<file path="src/hdl/exc_pkg.sv">
// Constants shared by the exception arbitration and vectoring logic
package exc_pkg;
  localparam int ADDR_W = 32;
  localparam int VEC_W  = 8;
  // Vector numbers
  localparam logic [7:0] VEC_RESET    = 8'h00;
  localparam logic [7:0] VEC_ILLEGAL  = 8'h04;
  localparam logic [7:0] VEC_TRACE    = 8'h05;
  localparam logic [7:0] VEC_NMI      = 8'h07;
  localparam logic [7:0] VEC_TRAP0    = 8'h08;
  localparam logic [7:0] VEC_CPU_AERR = 8'h0c;
  localparam logic [7:0] VEC_DMA_AERR = 8'h0d;
  localparam logic [7:0] VEC_SLEEP    = 8'h12;
  // Bytes per vector entry in advanced mode, as a shift
  localparam int VEC_SHIFT = 2;
  // Interrupt control mode that permits trace
  localparam logic [1:0] ICM_TRACE = 2'h2;
  // Reset values
  localparam logic [31:0] VBR_RESET = 32'h0000_0000;
  localparam logic [2:0]  IMASK_RESET = 3'h7;
  // Address map: upper region and on-chip RAM window
  localparam logic [23:0] EXT_REGION_LO = 24'h80_0000;
  localparam logic [23:0] EXT_REGION_HI = 24'hfe_ffff;
  localparam logic [23:0] RAM_LO        = 24'hff_2000;
  localparam logic [23:0] RAM_HI        = 24'hff_bfff;
  // Source indices, highest priority first
  localparam int SRC_RESET = 0;
  localparam int SRC_ILL   = 1;
  localparam int SRC_TRACE = 2;
  localparam int SRC_AERR  = 3;
  localparam int SRC_IRQ   = 4;
  localparam int SRC_SLEEP = 5;
  localparam int SRC_TRAP  = 6;
  localparam int NSRC      = 7;
  typedef enum logic [1:0] {
    SPACE_INTERNAL,
    SPACE_EXTERNAL,
    SPACE_RESERVED,
    SPACE_RAM
  } space_t;
endpackage

</file>
<file path="src/hdl/pend_flag.sv">
`timescale 1ns/1ns
// One pending-request flag: held until taken or withdrawn
module pend_flag (
  // Clock and reset
  input  wire logic core_clk_i,
  input  wire logic rst_i,
  // Control
  input  wire logic set_i,
  input  wire logic take_i,
  input  wire logic withdraw_i,
  // State
  output logic      pend_o
);
  // Set wins over take and withdraw
  always_ff @(posedge core_clk_i) begin
    if (rst_i) begin
      pend_o <= 1'b0;
    end else if (set_i) begin
      pend_o <= 1'b1;
    end else if (take_i || withdraw_i) begin
      pend_o <= 1'b0;
    end
  end
endmodule

</file>
<file path="src/hdl/addr_space_decode.sv">
`timescale 1ns/1ns
// Address space classification for the upper region and on-chip RAM
module addr_space_decode
  import exc_pkg::*;
(
  // Address in
  input  wire logic [23:0]    addr_i,
  // Configuration
  input  wire logic           external_bus_enable_i,
  input  wire logic           onchip_ram_enable_i,
  // Result
  output exc_pkg::space_t     space_o
);
  // Region classification
  always_comb begin
    space_o = SPACE_INTERNAL;
    if (addr_i >= EXT_REGION_LO && addr_i <= EXT_REGION_HI) begin
      space_o = external_bus_enable_i ? SPACE_EXTERNAL
                                      : SPACE_RESERVED;
    end else if (addr_i >= RAM_LO && addr_i <= RAM_HI) begin
      space_o = onchip_ram_enable_i ? SPACE_RAM
                                    : SPACE_EXTERNAL;
    end
  end
endmodule

</file>
<file path="src/hdl/exception_priority_vectoring.sv">
`timescale 1ns/1ns
// Exception arbitration, vector address forming and handler fetch
module exception_priority_vectoring
  import exc_pkg::*;
(
  // Clock and reset
  input  wire logic                core_clk_i,
  input  wire logic                rst_i,
  // Reset sources
  input  wire logic                reset_pin_n_i,
  input  wire logic                wdt_overflow_i,
  // Pipeline events
  input  wire logic                insn_boundary_i,
  input  wire logic                illegal_opcode_i,
  input  wire logic                sleep_exec_i,
  input  wire logic                trap_exec_i,
  input  wire logic [1:0]          trap_code_i,
  input  wire logic                rte_done_i,
  input  wire logic                ctrl_reg_instr_done_i,
  input  wire logic                cpu_addr_err_i,
  input  wire logic                dma_addr_err_i,
  // Interrupt controller
  input  wire logic                irq_req_i,
  input  wire logic                irq_is_nmi_i,
  input  wire logic [7:0]          irq_vector_i,
  input  wire logic                irq_withdraw_i,
  // Configuration
  input  wire logic [1:0]          int_ctrl_mode_i,
  input  wire logic                software_standby_select_i,
  input  wire logic                sleep_interrupt_enable_i,
  input  wire logic                vbr_we_i,
  input  wire logic [31:0]         vbr_wdata_i,
  input  wire logic                trace_we_i,
  input  wire logic                trace_wdata_i,
  input  wire logic                external_bus_enable_i,
  input  wire logic                onchip_ram_enable_i,
  input  wire logic [23:0]         probe_addr_i,
  // Vector fetch
  output logic                     vec_rd_o,
  output logic [31:0]              vec_addr_o,
  input  wire logic                vec_ack_i,
  input  wire logic [31:0]         vec_rdata_i,
  // Results
  output logic                     in_reset_o,
  output logic                     exc_busy_o,
  output logic [7:0]               exc_vector_o,
  output logic                     pc_load_o,
  output logic [31:0]              pc_o,
  output logic [31:0]              vector_base_reg_o,
  output logic                     trace_bit_o,
  output logic [2:0]               imask_o,
  output exc_pkg::space_t          probe_space_o
);
  typedef enum logic [1:0] {ST_RESET, ST_RUN, ST_FETCH} state_t;

  state_t            state;
  logic              pin_s1;
  logic              pin_s2;
  logic              pin_prev;
  logic              wdt_s1;
  logic              wdt_s2;
  logic              wdt_prev;
  logic              reset_start;
  logic              irq_blocked;
  logic              aerr_is_dma;
  logic [1:0]        trap_code;
  logic [7:0]        irq_vec;
  logic [NSRC-1:0]   set;
  logic [NSRC-1:0]   pend;
  logic [NSRC-1:0]   take;
  logic [NSRC-1:0]   wdraw;
  logic [NSRC-1:0]   grant;
  logic              grant_any;
  logic [7:0]        next_vec;
  logic [31:0]       next_addr;
  logic              run_ok;
  exc_pkg::space_t   space;

  // Synchronise reset pin and watchdog overflow
  always_ff @(posedge core_clk_i) begin
    if (rst_i) begin
      pin_s1   <= 1'b0;
      pin_s2   <= 1'b0;
      pin_prev <= 1'b0;
      wdt_s1   <= 1'b0;
      wdt_s2   <= 1'b0;
      wdt_prev <= 1'b0;
    end else begin
      pin_s1   <= reset_pin_n_i;
      pin_s2   <= pin_s1;
      pin_prev <= pin_s2;
      wdt_s1   <= wdt_overflow_i;
      wdt_s2   <= wdt_s1;
      wdt_prev <= wdt_s2;
    end
  end

  // Rising pin edge or overflow pulse starts reset handling
  assign reset_start = (pin_s2 && !pin_prev)
                     || (wdt_s2 && !wdt_prev);

  // Requests may be posted while the program runs
  assign run_ok = (state != ST_RESET);

  // Request conditions per source
  always_comb begin
    set = '0;
    set[SRC_RESET] = reset_start;
    set[SRC_ILL]   = run_ok && illegal_opcode_i;
    set[SRC_TRACE] = run_ok && insn_boundary_i && trace_bit_o
                     && int_ctrl_mode_i == ICM_TRACE
                     && !rte_done_i;
    set[SRC_AERR]  = run_ok && insn_boundary_i
                     && (aerr_is_dma || cpu_addr_err_i || dma_addr_err_i);
    set[SRC_IRQ]   = run_ok && insn_boundary_i && irq_req_i
                     && !irq_blocked
                     && !ctrl_reg_instr_done_i;
    set[SRC_SLEEP] = run_ok && sleep_exec_i
                     && !software_standby_select_i
                     && sleep_interrupt_enable_i;
    set[SRC_TRAP]  = run_ok && trap_exec_i;
  end

  // Address errors seen mid-instruction are held until the boundary
  logic aerr_cpu_seen;
  always_ff @(posedge core_clk_i) begin
    if (rst_i || state == ST_RESET) begin
      aerr_cpu_seen <= 1'b0;
      aerr_is_dma   <= 1'b0;
    end else if (cpu_addr_err_i || dma_addr_err_i) begin
      aerr_cpu_seen <= aerr_cpu_seen || cpu_addr_err_i;
      aerr_is_dma   <= 1'b1;
    end else if (set[SRC_AERR]) begin
      aerr_cpu_seen <= 1'b0;
      aerr_is_dma   <= 1'b0;
    end
  end

  // Record which address error source is waiting
  logic aerr_cpu_pend;
  always_ff @(posedge core_clk_i) begin
    if (rst_i) begin
      aerr_cpu_pend <= 1'b0;
    end else if (set[SRC_AERR]) begin
      aerr_cpu_pend <= aerr_cpu_seen || cpu_addr_err_i;
    end
  end

  // Interrupt suppression after reset handling, until the next instruction boundary
  always_ff @(posedge core_clk_i) begin
    if (rst_i) begin
      irq_blocked <= 1'b1;
    end else if (state == ST_FETCH && exc_vector_o == VEC_RESET) begin
      irq_blocked <= 1'b1;
    end else if (insn_boundary_i) begin
      irq_blocked <= 1'b0;
    end
  end

  // Latch trap code and interrupt vector with their requests
  always_ff @(posedge core_clk_i) begin
    if (rst_i) begin
      trap_code <= 2'h0;
      irq_vec   <= VEC_NMI;
    end else begin
      if (set[SRC_TRAP]) begin
        trap_code <= trap_code_i;
      end
      if (set[SRC_IRQ]) begin
        irq_vec <= irq_is_nmi_i ? VEC_NMI : irq_vector_i;
      end
    end
  end

  // Only the interrupt source may withdraw
  assign wdraw = {{(NSRC - SRC_IRQ - 1){1'b0}}, irq_withdraw_i,
                  {SRC_IRQ{1'b0}}};

  // One pending flag per source
  genvar g;
  generate
    for (g = 0; g < NSRC; g++) begin : g_pend
      pend_flag u_pend (
        .core_clk_i (core_clk_i),
        .rst_i      (rst_i || (g != SRC_RESET && state == ST_RESET)),
        .set_i      (set[g]),
        .take_i     (take[g]),
        .withdraw_i (wdraw[g]),
        .pend_o     (pend[g])
      );
    end
  endgenerate

  // Fixed priority: lowest index wins
  always_comb begin
    grant = '0;
    for (int i = NSRC - 1; i >= 0; i--) begin
      if (pend[i]) begin
        grant = '0;
        grant[i] = 1'b1;
      end
    end
  end
  assign grant_any = |grant;
  assign take = (state == ST_RUN || (state == ST_RESET && grant[SRC_RESET]))
                ? grant : '0;

  // Vector number of the granted source
  always_comb begin
    next_vec = VEC_RESET;
    case (1'b1)
      grant[SRC_RESET]: next_vec = VEC_RESET;
      grant[SRC_ILL]:   next_vec = VEC_ILLEGAL;
      grant[SRC_TRACE]: next_vec = VEC_TRACE;
      grant[SRC_AERR]:  next_vec = aerr_cpu_pend ? VEC_CPU_AERR
                                                 : VEC_DMA_AERR;
      grant[SRC_IRQ]:   next_vec = irq_vec;
      grant[SRC_SLEEP]: next_vec = VEC_SLEEP;
      grant[SRC_TRAP]:  next_vec = VEC_TRAP0 + {6'h00, trap_code};
      default:          next_vec = VEC_RESET;
    endcase
  end

  // Table address: bare offset or base plus offset
  always_comb begin
    next_addr = {22'h000000, next_vec, 2'h0};
    if (!(grant[SRC_RESET] ||
          (grant[SRC_AERR] && aerr_cpu_pend))) begin
      next_addr = vector_base_reg_o + next_addr;
    end
  end

  // Control flow between reset, run and vector fetch
  always_ff @(posedge core_clk_i) begin
    if (rst_i) begin
      state <= ST_RESET;
    end else if (!pin_s2) begin
      state <= ST_RESET;
    end else begin
      case (state)
        ST_RESET: if (grant[SRC_RESET]) state <= ST_FETCH;
        ST_RUN:   if (grant_any) state <= ST_FETCH;
        ST_FETCH: if (vec_ack_i) state <= ST_RUN;
        default:  state <= ST_RESET;
      endcase
    end
  end

  // Vector fetch request and address
  always_ff @(posedge core_clk_i) begin
    if (rst_i || !pin_s2) begin
      vec_rd_o     <= 1'b0;
      vec_addr_o   <= 32'h0000_0000;
      exc_vector_o <= VEC_RESET;
    end else if (take != '0) begin
      vec_rd_o     <= 1'b1;
      vec_addr_o   <= grant[SRC_RESET] ? {22'h000000, VEC_RESET, 2'h0}
                                       : next_addr;
      exc_vector_o <= next_vec;
    end else if (state == ST_FETCH && vec_ack_i) begin
      vec_rd_o     <= 1'b0;
    end
  end

  // Handler address becomes the next program counter
  always_ff @(posedge core_clk_i) begin
    if (rst_i || !pin_s2) begin
      pc_load_o <= 1'b0;
      pc_o      <= 32'h0000_0000;
    end else begin
      pc_load_o <= state == ST_FETCH && vec_ack_i;
      if (state == ST_FETCH && vec_ack_i) begin
        pc_o <= vec_rdata_i;
      end
    end
  end

  // Base register, trace bit and interrupt mask
  always_ff @(posedge core_clk_i) begin
    if (rst_i || state == ST_RESET || take[SRC_RESET]) begin
      vector_base_reg_o <= VBR_RESET;
      trace_bit_o       <= 1'b0;
      imask_o           <= IMASK_RESET;
    end else begin
      if (vbr_we_i) begin
        vector_base_reg_o <= vbr_wdata_i;
      end
      if (take[SRC_TRACE]) begin
        trace_bit_o <= 1'b0;
      end else if (trace_we_i) begin
        trace_bit_o <= trace_wdata_i;
      end
      if (take != '0) begin
        imask_o <= IMASK_RESET;
      end
    end
  end

  // Status outputs
  always_ff @(posedge core_clk_i) begin
    if (rst_i) begin
      in_reset_o <= 1'b1;
      exc_busy_o <= 1'b0;
    end else begin
      in_reset_o <= state == ST_RESET;
      exc_busy_o <= state == ST_FETCH;
    end
  end

  // Address space probe for bus masters
  addr_space_decode u_dec (
    .addr_i                (probe_addr_i),
    .external_bus_enable_i (external_bus_enable_i),
    .onchip_ram_enable_i   (onchip_ram_enable_i),
    .space_o               (space)
  );
  always_ff @(posedge core_clk_i) begin
    if (rst_i) begin
      probe_space_o <= SPACE_INTERNAL;
    end else begin
      probe_space_o <= space;
    end
  end

  // Fetch follows a take within one cycle
  property p_take_fetch;
    @(posedge core_clk_i) disable iff (rst_i || !pin_s2)
      (take != '0) |=> vec_rd_o;
  endproperty
  a_take_fetch: assert property (p_take_fetch)
    else $error("vector fetch not raised after take");

  // Reset grant gives bare vector zero
  property p_reset_vec;
    @(posedge core_clk_i) disable iff (rst_i || !pin_s2)
      take[SRC_RESET] |=> (vec_addr_o == 32'h0 && exc_vector_o == VEC_RESET);
  endproperty
  a_reset_vec: assert property (p_reset_vec)
    else $error("reset vector address not zero");

  // Only one source granted at a time
  property p_onehot;
    @(posedge core_clk_i) disable iff (rst_i)
      $onehot0(grant);
  endproperty
  a_onehot: assert property (p_onehot)
    else $error("more than one source granted");

  // Pin low holds reset state
  property p_hold;
    @(posedge core_clk_i) disable iff (rst_i)
      !pin_s2 ##1 !pin_s2 |=> in_reset_o;
  endproperty
  a_hold: assert property (p_hold)
    else $error("not in reset while pin low");

  // Acked fetch loads PC with the read data
  property p_pc;
    @(posedge core_clk_i) disable iff (rst_i || !pin_s2)
      (state == ST_FETCH && vec_ack_i) |=>
        (pc_load_o && pc_o == $past(vec_rdata_i));
  endproperty
  a_pc: assert property (p_pc)
    else $error("pc not loaded from vector");

  // Any reset take, pin or watchdog, restores base, trace and mask
  property p_reset_clear;
    @(posedge core_clk_i) disable iff (rst_i || !pin_s2)
      take[SRC_RESET] |=> (vector_base_reg_o == VBR_RESET && !trace_bit_o
                           && imask_o == IMASK_RESET);
  endproperty
  a_reset_clear: assert property (p_reset_clear)
    else $error("reset take did not clear control state");
endmodule

</file>
<file path="config.mk">
export PLATFORM = sky130hd
export DESIGN_NAME = exception_priority_vectoring
export DESIGN_NICKNAME = d
export VERILOG_FILES = /design/src/hdl/exc_pkg.sv /design/src/hdl/pend_flag.sv /design/src/hdl/addr_space_decode.sv /design/src/hdl/exception_priority_vectoring.sv
export SDC_FILE = /design/constraint.sdc
export NUM_CORES = 1
export LEC_CHECK = 0
export BUFFER_PORTS_ARGS = -buffer_cell sky130_fd_sc_hd__buf_2
export CORE_MARGIN = 4
export CORE_UTILIZATION = 30
export DETAILED_ROUTE_END_ITERATION = 16
export PLACE_DENSITY = 0.63
export SYNTH_ARGS = -nofsm -noshare
export SYNTH_HDL_FRONTEND = slang
export SYNTH_SLANG_ARGS = --single-unit
</file>
<file path="constraint.sdc">
create_clock -name core_clk_i -period 7.1 [get_ports core_clk_i]
set_input_delay 0.71 -clock core_clk_i [delete_from_list [all_inputs] [get_ports core_clk_i]]
set_output_delay 0.71 -clock core_clk_i [all_outputs]
set_load 0.02 [all_outputs]
</file>
==> summary.md, run 1 <==
| Metric | Value |
|---|---|
| Outcome | `completed` |
| HPWL Detailed | `13,490 um` |
| Hold_sp | `wdt_s1` |
| Starting density of the core | `30.42%` |
| Synth cell types | `60` |
| Final hold violation count | `0` |
| Post-Synth XOR/XNOR Area | `2.141%` |
| Post-CTS sizing | `0` |
| Commonest cells post-synth | `dfxtp_1, nand2_1, nor2_1` |
| Main synth FF type | `dfxtp_1` |
| Max-slew violation count | `0` |
| Mux cell area share after synthesis | `7.993%` |
| Fmax | `283.7 MHz` |
| Ranking of synthesized cells by area | `dfxtp_1, mux2i_1, nand2_1` |
| CP top delay family | `simple AND/OR/NAND/NOR gates` |
| Pwr/cell area | `212.5 nW/um^2` |
| Seq/Total Area, Yosys | `45.68%` |
| WHS | `0.4340 ns` |
| EDFF count, synth | `0` |
| Required @ worst endpoint | `7.40 ns` |
| Fin crit period | `3.525 ns` |
| GRT Resource Usage Total | `15.86%` |
| DIE HEIGHT | `151.0 um` |
| Remaining global-route overflow | `0` |
| Mean post-synth cell area | `8.558 um^2` |
| Clock Skew | `0.01001 ns` |
| Synth warn | `0` |
| TritonCTS clock tree | `yes` |
| Main combinational cell family by area after synthesis | `simple AND/OR/NAND/NOR gates` |
| Count leader, synth | `dfxtp_1` |
| Root Driver | `clkbuf_16` |
| CP arrival | `3.82 ns` |
| Port Buffers | `220` |
| Post-layout util | `39.64%` |
| WHS Endpoint | `wdt_s2` |
| Die ar. | `22,810 um^2` |
| Die W | `151.0 um` |
| Static leakage | `3.393 nW` |
| Initial antenna violation count | `0` |
| CP startpoint kind | `register` |
| Num CTS Buffers | `17` |
| Final RePlAce weighted congestion | `0.8140` |
| Final setup viols | `0` |
| Slowest stage delay, CP | `0.81 ns` |
| Simple-gate share of the synthesized area | `22.98%` |
| Multi-input gate area | `3117 um^2` |
| Worst path slowest cell | `a21oi_1` |
| CORE AREA | `20,170 um^2` |
| Flops & latches, synth | `140` |
| Crit end category | `register` |
| Max Cap Viol | `0` |
| Worst hold-check path type | `register to register` |
| Adder and majority gate portion of the synthesized area | `1.591%` |
| Vias in the first global route | `5,294` |
| Fin crit share | `49.64%` |
| Reg-to-reg endpoint | `vec_addr_o[25]` |
| Gate Count Post-Synth | `717` |
| Crit Path Max Fanout | `14` |
| # diodes | `0` |
| Layout cells sized above 1 | `29.28%` |
| Reg2reg start | `g_pend[0].u_pend.pend_o` |
| # H-tree levels | `4` |
| R2r setup slk | `3.58 ns` |
| Design Power | `0.001699 W` |
| RSZ-0062 raised after global routing | `false` |
| Register area | `2803 um^2` |
| Worst-margin pin slew | `1.205 ns` |
| First-pass GRT wire length | `28,520 um` |
| Dpl cell area | `7437 um^2` |
| DRT antenna net count | `0` |
| Post-route DRC | `0` |
| CTS Hold Buffers Added | `0` |
| CTS Sinks | `140` |
| WS Path Type | `register to register` |
| CTS max path bufs | `2` |
| FP Rows | `52` |
| R2R cell count | `11` |
| Maximum VDD drop | `0.1178 mV` |
| Post-route cell area | `7995 um^2` |
| 1st-iter DRT viols | `336` |
| Asr flop ratio synth | `0%` |
| Clk_lat worst skew | `0.42 ns` |
| Drt pass-1 iters | `5` |
| Routed WL | `18,590 um` |
| Max_slew headroom | `19.50%` |
| Vias per inst | `4.791` |
| Filler instances | `2,114` |
| Yosys top cell by area | `dfxtp_1` |
| Number of buffers and inverters on the critical path | `1` |
| Mapped Area | `6136 um^2` |
| Hold Crit Depth | `1` |
| Pin count of the biggest net entering global routing | `54` |
| Synth-to-Final Area Change | `30.30%` |
| Worst path cell trace | `nor3_1, nand2_1, nor2_1, and2_1, ha_1, or2_2, a21oi_1, o22ai_1, buf_4, mux2i_1, nand3_1` |
| Post-CTS setup buffers | `0` |
| DR WL/cell | `15.51 um` |
| Nets | `1,048` |
| Post-synth top area share | `45.68%` |
| Final TNS setup | `0 ns` |
| Post-synthesis compound-gate area fraction | `15.82%` |
| Routed vias | `5,744` |
| Io pins | `237` |
| Clk slew on worst S/H paths | `0.06 ns` |
-- report_power, final --
part           leakage [nW]  internal (W)  total [W]  switching [W]
sequential             1.13      0.000788   0.000791     0.00000251
clock                 0.265      0.000490   0.000840       0.000349
combinational          2.00     0.0000354  0.0000682      0.0000328
total                  3.39       0.00131    0.00170       0.000385
-- kinds of logic after synthesis --
kind of cell / count (synthesis)
adders and majority gates: 8
muxes: 49
DFF: 140
xor gates and xnor gates: 15
AOI/OAI and AO/OA: 144
other: 1
and+or+nand+nor: 305
buffers and inverters: 55
-- area by class of cell --
cell class / instances / share of cell area [%]
Multi-Input combinational cell: 524 / 38.98
Sequential cell: 140 / 35.05
Timing Repair Buffer: 226 / 14.33
Clock buffer: 18 / 5.493
Tap cell: 270 / 4.225
Clock inverter: 12 / 1.487
Inverter: 9 / 0.4225
-- state kept, by name, summed over array words and instances (netlist names) --
name / flops
irq_vec: 8
wdt_s2: 1
vec_addr_o: 32
pc_o: 32
vector_base_reg_o: 32
irq_blocked: 1
exc_vector_o: 8
aerr_is_dma: 1
g_pend.u_pend.pend_o: 7
pin_s2: 1
wdt_prev: 1
exc_busy_o: 1
pin_prev: 1
wdt_s1: 1
pin_s1: 1
aerr_cpu_seen: 1
state: 2
aerr_cpu_pend: 1
vec_rd_o: 1
pc_load_o: 1
trap_code: 2
probe_space_o: 2
in_reset_o: 1
trace_bit_o: 1
-- cell usage in the layout (no fill, tap or decap), types with 3 or more instances in the layout --
cell,n
a2111oi_2,5
a211oi_1,4
a21oi_1,69
a22oi_1,8
a31oi_1,4
a32oi_1,7
and2_1,9
and3_1,12
buf_2,220
buf_4,6
clkbuf_16,17
clkinv_4,5
clkinvlp_4,3
conb_1,3
dfxtp_1,140
ha_1,7
inv_1,9
mux2i_1,49
nand2_1,126
nand3_1,11
nand3b_1,4
nand4_1,9
nor2_1,71
nor2b_1,11
nor3_1,23
nor3b_1,10
nor4_1,4
o211ai_1,3
o21ai_0,6
o21ai_1,10
o21bai_1,3
or3_1,3
xnor2_1,14
-- how the worst max path moves through the flow --
stage,startpoint,to,slack [ns],cells past startpoint
after floorplan,g_pend[1].u_pend.pend_o,vec_addr_o[21],4.10,11
after global placement,g_pend[0].u_pend.pend_o,vec_addr_o[25],3.64,11
after detailed placement,g_pend[0].u_pend.pend_o,vec_addr_o[25],3.63,11
after CTS,g_pend[0].u_pend.pend_o,vec_addr_o[25],3.59,11
after global routing,g_pend[0].u_pend.pend_o,vec_addr_o[25],3.28,11
final,g_pend[0].u_pend.pend_o,vec_addr_o[25],3.58,11
-- worst reg2reg max path: cells and delay by family (launching register included) --
| kind | cells | cell delay [ns] |
|---|---|---|
| fa+ha+maj | 1 | 0.27 |
| flops | 1 | 0.46 |
| mux | 1 | 0.16 |
| simple gates | 6 | 1.26 |
| compound gates | 2 | 1.01 |
| buf+inv | 1 | 0.24 |
-- per-stage QoR --
| stage | setup slack [ns] | instances |
|---|---|---|
| final | 3.575 | 1199 |
| after global routing | 3.282 | 1199 |
| after CTS | 3.593 | 1199 |
| after detailed placement | 3.635 | 1169 |
| after global placement | 3.636 | 1169 |
| after floorplan | 4.103 | 719 |
-- metal layers --
| layer | part of all wire [%] | track usage, % |
|---|---|---|
| met5 | 0 | 0 |
| met4 | 2.1 | 5.757 |
| met3 | 4.7 | 3.531 |
| met2 | 46 | 24.72 |
| met1 | 47 | 21.56 |
Power figures use the tool's default switching activity.
==> run 2, diff against run 1 <==
--- a/config.mk
+++ b/config.mk
@@ -5,11 +5,12 @@
 export SDC_FILE = /design/constraint.sdc
 export NUM_CORES = 1
 export LEC_CHECK = 0
+export ABC_AREA = 1
 export BUFFER_PORTS_ARGS = -buffer_cell sky130_fd_sc_hd__buf_2
 export CORE_MARGIN = 4
 export CORE_UTILIZATION = 30
 export DETAILED_ROUTE_END_ITERATION = 16
-export PLACE_DENSITY = 0.63
+export PLACE_DENSITY = 0.62
 export SYNTH_ARGS = -nofsm -noshare
 export SYNTH_HDL_FRONTEND = slang
 export SYNTH_SLANG_ARGS = --single-unit
==> constraint.sdc (replaced) <==
create_clock -name core_clk_i -period 3.54 [get_ports core_clk_i]
set_input_delay 0.354 -clock core_clk_i [delete_from_list [all_inputs] [get_ports core_clk_i]]
set_output_delay 0.354 -clock core_clk_i [all_outputs]
set_load 0.02 [all_outputs]
==> run 2 against run 1 <==
Core utilization is 0.30 points higher; wire length is 11% higher; worst setup slack worse by 2.8 ns; non-clock buffer count stayed put; global-route usage is 1.2 points higher; worst hold slack worse by 0.30 ns; clock skew is 0.010 ns higher; register-to-register slack worse by 2.8 ns; design area is 5.3% higher; maximum frequency is 26% higher; critical endpoint is now vec_addr_o[26].
==> summary.md, run 2 <==
| Metric | Value |
|---|---|
| Outcome | `completed` |
| Maximum VDD drop | `0.2926 mV (+150%)` |
| Hold Crit Depth | `3 (+2)` |
| Static leakage | `3.854 nW (+14%)` |
| Reg-to-reg endpoint | `vec_addr_o[26]` |
| Clock Power Share | `52.3% (+2.9 points)` |
| Post-route cell area | `8422 um^2 (+5.3%)` |
| Sequential power share | `43.4% (-3.2 points)` |
| Worst hold-check path type | `input port to register` |
| Largest regs | `pc_o: 32 flops, vec_addr_o: 32 flops, vector_base_reg_o: 32 flops` |
| Fin crit period | `2.801 ns (-0.7241 ns)` |
| Fmax | `357.1 MHz (+26%)` |
| Dpl cell area | `7790 um^2 (+4.7%)` |
| GRT Resource Usage Total | `17.03% (+1.2 points)` |
| Final RePlAce weighted congestion | `0.8934 (+9.8%)` |
| Final hold violation count | `0 (unchanged)` |
| Setup ws final | `0.7395 ns (-2.836 ns)` |
| Pin count of the biggest net entering global routing | `55 (+1.9%)` |
| WS Path Type | `register to register` |
| CP top delay family | `simple AND/OR/NAND/NOR gates` |
| DIE HEIGHT | `154.6 um (+2.4%)` |
| Cell Int Power | `0.002812 W (+110%)` |
| Comb pwr share | `4.3% (+0.3 points)` |
| Routed vias | `6,625 (+15%)` |
| Root Driver | `clkbuf_16` |
| Worst path cell trace | `nor2_4, nand2_2, nor2_1, inv_1, o2111ai_1, ha_1, ha_1, inv_1, nand2_4, nand2_2, nand2_2, nand2_4, clkinv_2, nand2_2, o21ai_4, nand4_1, nand3_1, a21oi_1` |
| Filler instances | `2,255 (+6.7%)` |
| Main synth FF type | `dfxtp_1` |
| CTS max path bufs | `2 (unchanged)` |
| CTS Hold Buffers Added | `0 (unchanged)` |
| Required @ worst endpoint | `3.83 ns (-3.57 ns)` |
| Commonest cells after routing, fill and taps aside | `buf_2, nor2_1, nand2_1` |
| Asr flop ratio synth | `0% (unchanged)` |
| TritonCTS clock tree | `yes` |
| Die W | `154.6 um (+2.4%)` |
| R2R cell count | `18 (+7)` |
| Dpl ws | `0.7151 ns (-2.920 ns)` |
| FP Rows | `53 (+1.9%)` |
| RSZ-0062 raised after global routing | `false` |
| 1st-iter DRT viols | `339 (+0.89%)` |
| EDFF count, synth | `0 (unchanged)` |
| DRT antenna net count | `0 (unchanged)` |
| # H-tree levels | `4 (unchanged)` |
| Clk slew on worst S/H paths | `0.07 ns (about the same)` |
| Max_slew headroom | `35.12% (+16 points)` |
| Starting density of the core | `30.56% (+0.14 points)` |
| CP arrival | `3.09 ns (-0.73 ns)` |
| Mapped Area | `6445 um^2 (+5.0%)` |
| Final setup viols | `0 (unchanged)` |
| Final TNS setup | `0 ns (unchanged)` |
| WHS Endpoint | `wdt_s1` |
| Hold_sp | `wdt_overflow_i` |
| R2r setup slk | `0.74 ns (-2.84 ns)` |
| Post-CTS setup buffers | `0 (unchanged)` |
| Synth-to-Final Area Change | `30.67%` |
| Drt pass-1 iters | `5 (unchanged)` |
| Num CTS Buffers | `17 (unchanged)` |
| Fin crit share | `79.11% (+29 points)` |
| Max Cap Viol | `0 (unchanged)` |
| Pwr/cell area | `433.8 nW/um^2 (+100%)` |
| NetSw | `0.0008406 W (+120%)` |
| CP startpoint kind | `register` |
| Vias in the first global route | `6,334 (+20%)` |
| Remaining global-route overflow | `0 (unchanged)` |
| Reg2reg start | `g_pend[0].u_pend.pend_o` |
| Crit end category | `register` |
| Post-route DRC | `0 (unchanged)` |
| Die ar. | `23,890 um^2 (+4.8%)` |
| Switch share | `23.01% (+0.37 points)` |
| Post-CTS sizing | `0 (unchanged)` |
| Commonest cells post-synth | `nor2_1, nand2_1, dfxtp_1` |
| # diodes | `0 (unchanged)` |
| Vias per inst | `4.692 (-2.1%)` |
| Most common cell after layout, fill and taps aside | `buf_2` |
| Clock Skew | `0.02031 ns (+0.01030 ns)` |
| First-pass GRT wire length | `32,560 um (+14%)` |
| Initial antenna violation count | `1 (+1)` |
| Slowest stage delay, CP | `0.36 ns (-0.45 ns)` |
| Number of buffers and inverters on the critical path | `3 (+2)` |
| Worst-margin pin slew | `0.9732 ns (-0.2314 ns)` |
| DR WL/cell | `14.61 um (-5.8%)` |
| Synth cell types | `41 (-32%)` |
| Worst path slowest cell | `dfxtp_1` |
| Routed WL | `20,630 um (+11%)` |
| Gate Count Post-Synth | `913 (+27%)` |
| Seq/Total Area, Yosys | `43.49% (-2.2 points)` |
| Port Buffers | `220 (unchanged)` |
| CTS Sinks | `140 (unchanged)` |
| Clk_lat worst skew | `0.42 ns (about the same)` |
| Ranking of synthesized cells by area | `dfxtp_1, nor2_1, nand2_1` |
| Post-synth top area share | `43.49% (-2.2 points)` |
| Layout cells sized above 1 | `27.44% (-1.8 points)` |
| Io pins | `237 (unchanged)` |
| Crit Path Max Fanout | `8 (-6)` |
| Nets | `1,254 (+20%)` |
| HPWL Detailed | `15,640 um (+16%)` |
| Worst Setup SP | `g_pend[0].u_pend.pend_o` |
| Yosys top cell by area | `dfxtp_1` |
| Flops & latches, synth | `140 (unchanged)` |
| Count leader, synth | `nor2_1` |
| Most used cell, CP | `nand2_2` |
| Synth warn | `0 (unchanged)` |
| CORE AREA | `21,090 um^2 (+4.6%)` |
| Mean post-synth cell area | `7.059 um^2 (-18%)` |
| Max-slew violation count | `0 (unchanged)` |
run 2: worst max-delay path by stage:
stage                     end  slack, ns  depth (start not counted)
6_report       vec_addr_o[26]       0.74                         18
5_1_grt        vec_addr_o[26]       0.45                         17
3_5_place_dp   vec_addr_o[26]       0.72                         18
3_3_place_gp   vec_addr_o[26]       0.83                         18
2_1_floorplan  vec_addr_o[18]       1.25                         18
4_1_cts        vec_addr_o[26]       0.71                         18
run 2: power groups by stage:
stage | combinational (W) | sequential [W] | clock, W
final | 0.000156 | 0.00159 | 0.00191
after global routing | 0.000176 | 0.00159 | 0.00203
after CTS | 0.000158 | 0.00158 | 0.00196
after detailed placement | 0.000158 | 0.00162 | 0
after global placement | 0.000157 | 0.00162 | 0
after floorplan | 0.0000741 | 0.00162 | 0
run 2: per-stage QoR:
stage / util (%) / hold WS, ns / power [W] / instances
floorplan: - / 0.3883 / 0.001697 / 915
global placement: 36.94 / 0.3936 / 0.001777 / 1380
detailed placement: 36.94 / 0.3928 / 0.001778 / 1380
CTS: 39.94 / 0.1149 / 0.003708 / 1412
global route: 39.94 / 0.1383 / 0.003792 / 1412
finish: 39.94 / 0.1304 / 0.003653 / 1412
run 2: final cells by class:
cell class,count,area (um^2),area share [%]
well taps,275,344.1,4.086
repair buffers,226,1146,13.61
inverters,96,361.6,4.294
clock buffers,19,452.9,5.378
multi-input cells,643,3136,37.23
flip-flops and latches,140,2803,33.28
clock inverters,13,178.9,2.125
run 2: kinds of logic after synthesis:
kind of cell | after synthesis | share of synthesized area [%]
flip-flops | 140 | 43.49
adder cells (fa/ha/maj) | 7 | 1.359
other | 1 | 0.05819
multiplexers | 1 | 0.1553
AO/OA/AOI/OAI | 178 | 15.30
AND/OR/NAND/NOR | 453 | 31.43
buffers and inverters | 132 | 8.076
XOR/XNOR | 1 | 0.1359
run 2: per-layer routing:
layer  vias up  routed length, um  global-route usage [%]
li1       3396                  -                       -
met1      2982               9111                   21.73
met2       224               9319                   26.96
met3        21               1931                   6.100
met4         2                259                   5.425
met5         -                 13                       0
run 2: tightest hold or removal path: cells and delay by family:
kind / cells / cell delay [ns]
buffers and inverters: 2 / 0.10
AND/OR/NAND/NOR: 1 / 0.06
==> run 3, diff against run 2 <==
==> constraint.sdc (replaced) <==
create_clock -name core_clk_i -period 2.87 [get_ports core_clk_i]
set_input_delay 0.287 -clock core_clk_i [delete_from_list [all_inputs] [get_ports core_clk_i]]
set_output_delay 0.287 -clock core_clk_i [all_outputs]
set_load 0.02 [all_outputs]
==> run 3 against run 2 <==
Core utilization is 0.43 points higher; total power is 26% higher; first-iteration DRC count is 19% lower; clock-buffer cell count is 2 lower; design area is 1.1% higher; clock skew is 0.013 ns lower; die area stayed put; sequential cell count stayed put; critical path type unchanged; largest cell class unchanged; largest power group unchanged.
==> summary.md, run 3 (synthesized netlist as in run 2, its figures left out) <==
| Metric | Value |
|---|---|
| DRT antenna net count | `0 (unchanged)` |
| Num CTS Buffers | `17 (unchanged)` |
| DIE HEIGHT | `154.6 um (unchanged)` |
| Final RePlAce weighted congestion | `0.8816 (-1.3%)` |
| Crit Path Max Fanout | `5 (-3)` |
| Fin crit share | `95.45% (+16 points)` |
| Maximum VDD drop | `0.3895 mV (+33%)` |
| First-pass GRT wire length | `32,640 um (+0.25%)` |
| Starting density of the core | `30.56% (unchanged)` |
| Clock Skew | `0.007525 ns (-0.01279 ns)` |
| Max Cap Viol | `0 (unchanged)` |
| TritonCTS clock tree | `yes` |
| Required @ worst endpoint | `3.22 ns (-0.61 ns)` |
| Largest regs | `pc_o: 32 flops, vec_addr_o: 32 flops, vector_base_reg_o: 32 flops` |
| Routed vias | `6,722 (+1.5%)` |
| CP startpoint kind | `register` |
| CTS Sinks | `140 (unchanged)` |
| Outcome | `completed` |
| # diodes | `0 (unchanged)` |
| Max_slew headroom | `34.67% (-0.44 points)` |
| Final setup viols | `0 (unchanged)` |
| CTS max path bufs | `2 (unchanged)` |
| Hold_sp | `reset_pin_n_i` |
| Synth-to-Final Area Change | `32.07%` |
| FP Rows | `53 (unchanged)` |
| RSZ-0062 raised after global routing | `false` |
| 1st-iter DRT viols | `275 (-19%)` |
| Reg-to-reg endpoint | `vec_addr_o[8]` |
| Commonest cells after routing, fill and taps aside | `buf_2, nor2_1, nand2_1` |
| Initial antenna violation count | `1 (unchanged)` |
| Crit end category | `register` |
| Routed WL | `20,630 um (about the same)` |
| Clk slew on worst S/H paths | `0.07 ns (about the same)` |
| Static leakage | `3.902 nW (+1.2%)` |
| R2R cell count | `16 (-2)` |
| R2r setup slk | `0.13 ns (-0.61 ns)` |
| Root Driver | `clkbuf_16` |
| Vias per inst | `4.734 (+0.89%)` |
| Final TNS setup | `0 ns (unchanged)` |
| Max-slew violation count | `0 (unchanged)` |
| Port Buffers | `220 (unchanged)` |
| Setup ws final | `0.1307 ns (-0.6088 ns)` |
| WHS Endpoint | `pin_s1` |
| HPWL Detailed | `15,800 um (+1.0%)` |
| Pwr/cell area | `540.3 nW/um^2 (+25%)` |
| Layout cells sized above 1 | `28.30% (+0.86 points)` |
| Drt pass-1 iters | `5 (unchanged)` |
| WHS | `0.06241 ns (-0.06795 ns)` |
| Worst-margin pin slew | `0.9799 ns (+0.006642 ns)` |
| Post-route DRC | `0 (unchanged)` |
| Pin count of the biggest net entering global routing | `41 (-25%)` |
| Final hold violation count | `0 (unchanged)` |
| Remaining global-route overflow | `0 (unchanged)` |
| CP arrival | `3.09 ns (about the same)` |
| Worst hold-check path type | `input port to register` |
| GRT Resource Usage Total | `16.99% (-0.044 points)` |
| Most common cell after layout, fill and taps aside | `buf_2` |
| Fmax | `365.1 MHz (+2.2%)` |
| Fin crit period | `2.739 ns (-0.06117 ns)` |
| Vias in the first global route | `6,439 (+1.7%)` |
| Clk_lat worst skew | `0.42 ns (about the same)` |
| CORE AREA | `21,090 um^2 (unchanged)` |
| WS Path Type | `register to register` |
| Dpl ws | `0.1914 ns (-0.5237 ns)` |
| Reg2reg start | `g_pend[0].u_pend.pend_o` |
| Io pins | `237 (unchanged)` |
| # H-tree levels | `4 (unchanged)` |
| Die W | `154.6 um (unchanged)` |
| Die ar. | `23,890 um^2 (unchanged)` |
| Nets | `1,262 (+0.64%)` |
| Hold Crit Depth | `3 (unchanged)` |
| DR WL/cell | `14.53 um (-0.58%)` |
## run 3: cell count changes in the layout (fill, tap and decap cells not counted)
| cell | delta |
|---|---|
| bufinv_16 | +1 |
| nor2_1 | -3 |
| inv_6 | -1 |
| clkinv_4 | -1 |
| a21oi_1 | -1 |
| buf_4 | +8 |
| inv_8 | +3 |
| a21oi_2 | +1 |
| clkbuf_8 | -2 |
| o21ai_0 | -1 |
| nor2_2 | +3 |
| o21ai_1 | +1 |
## run 3: power breakdown
part / switching (W) / internal, W
combinational: 0.000115 / 0.0000820
clock: 0.000954 / 0.00149
sequential: 0.00000440 / 0.00195
## run 3: worst max-delay path by stage
stage	start	endpoint	slack (ns)	cells past startpoint
after floorplan	g_pend[0].u_pend.pend_o	vec_addr_o[18]	0.58	18
after global routing	g_pend[0].u_pend.pend_o	vec_addr_o[30]	0.01	19
final	g_pend[0].u_pend.pend_o	vec_addr_o[8]	0.13	16
after detailed placement	g_pend[0].u_pend.pend_o	vec_addr_o[8]	0.19	16
after global placement	g_pend[0].u_pend.pend_o	vec_addr_o[27]	0.24	17
after CTS	g_pend[0].u_pend.pend_o	vec_addr_o[8]	0.17	16
## run 3: stage by stage
step           cell area, um^2  utilization, %  power (W)  cells
3_3_place_gp              7835           37.15   0.002195   1386
4_1_cts                   8486           40.24   0.004658   1418
6_report                  8512           40.36   0.004599   1420
2_1_floorplan             6452               -   0.002093    915
3_5_place_dp              7835           37.15   0.002196   1386
5_1_grt                   8512           40.36   0.004767   1420
## run 3: layer usage
metal	global-route usage [%]	up-vias	share of wire [%]
li1	-	3422	-
met2	26.98	246	45
met3	6.044	26	9.4
met4	4.710	2	1.4
met5	0	-	0.063
met1	21.91	3026	44
## run 3: cell type report
cell class              instances  area, um^2
fillers                      2305       12580
flip-flops and latches        140        2803
clock buffers                  17       425.4
repair buffers                234        1206
well taps                     275       344.1
inverters                      96       361.6
clock inverters                15       225.2
multi-input cells             643        3147
## run 3: what timing repair did
action / 4_1_cts / 5_1_grt
hold buffers: 0 / 0
gates resized for setup: 0 / 5
buffers inserted: 0 / 2
setup endpoints to repair: 0 / 16
## run 3: worst max-delay path: stages, from the launching register on
cell and delay (ns):
dfxtp_1 0.37, nor2_4 0.21, nand2_2 0.07, nor2_1 0.17
inv_1 0.09, o2111ai_1 0.37, ha_1 0.25, ha_1 0.14
inv_1 0.06, nand2_4 0.08, nand2_2 0.06, nand2_2 0.08
nand2_4 0.07, o21ai_0 0.23, or2_1 0.14, nand4_1 0.13
a21oi_1 0.16
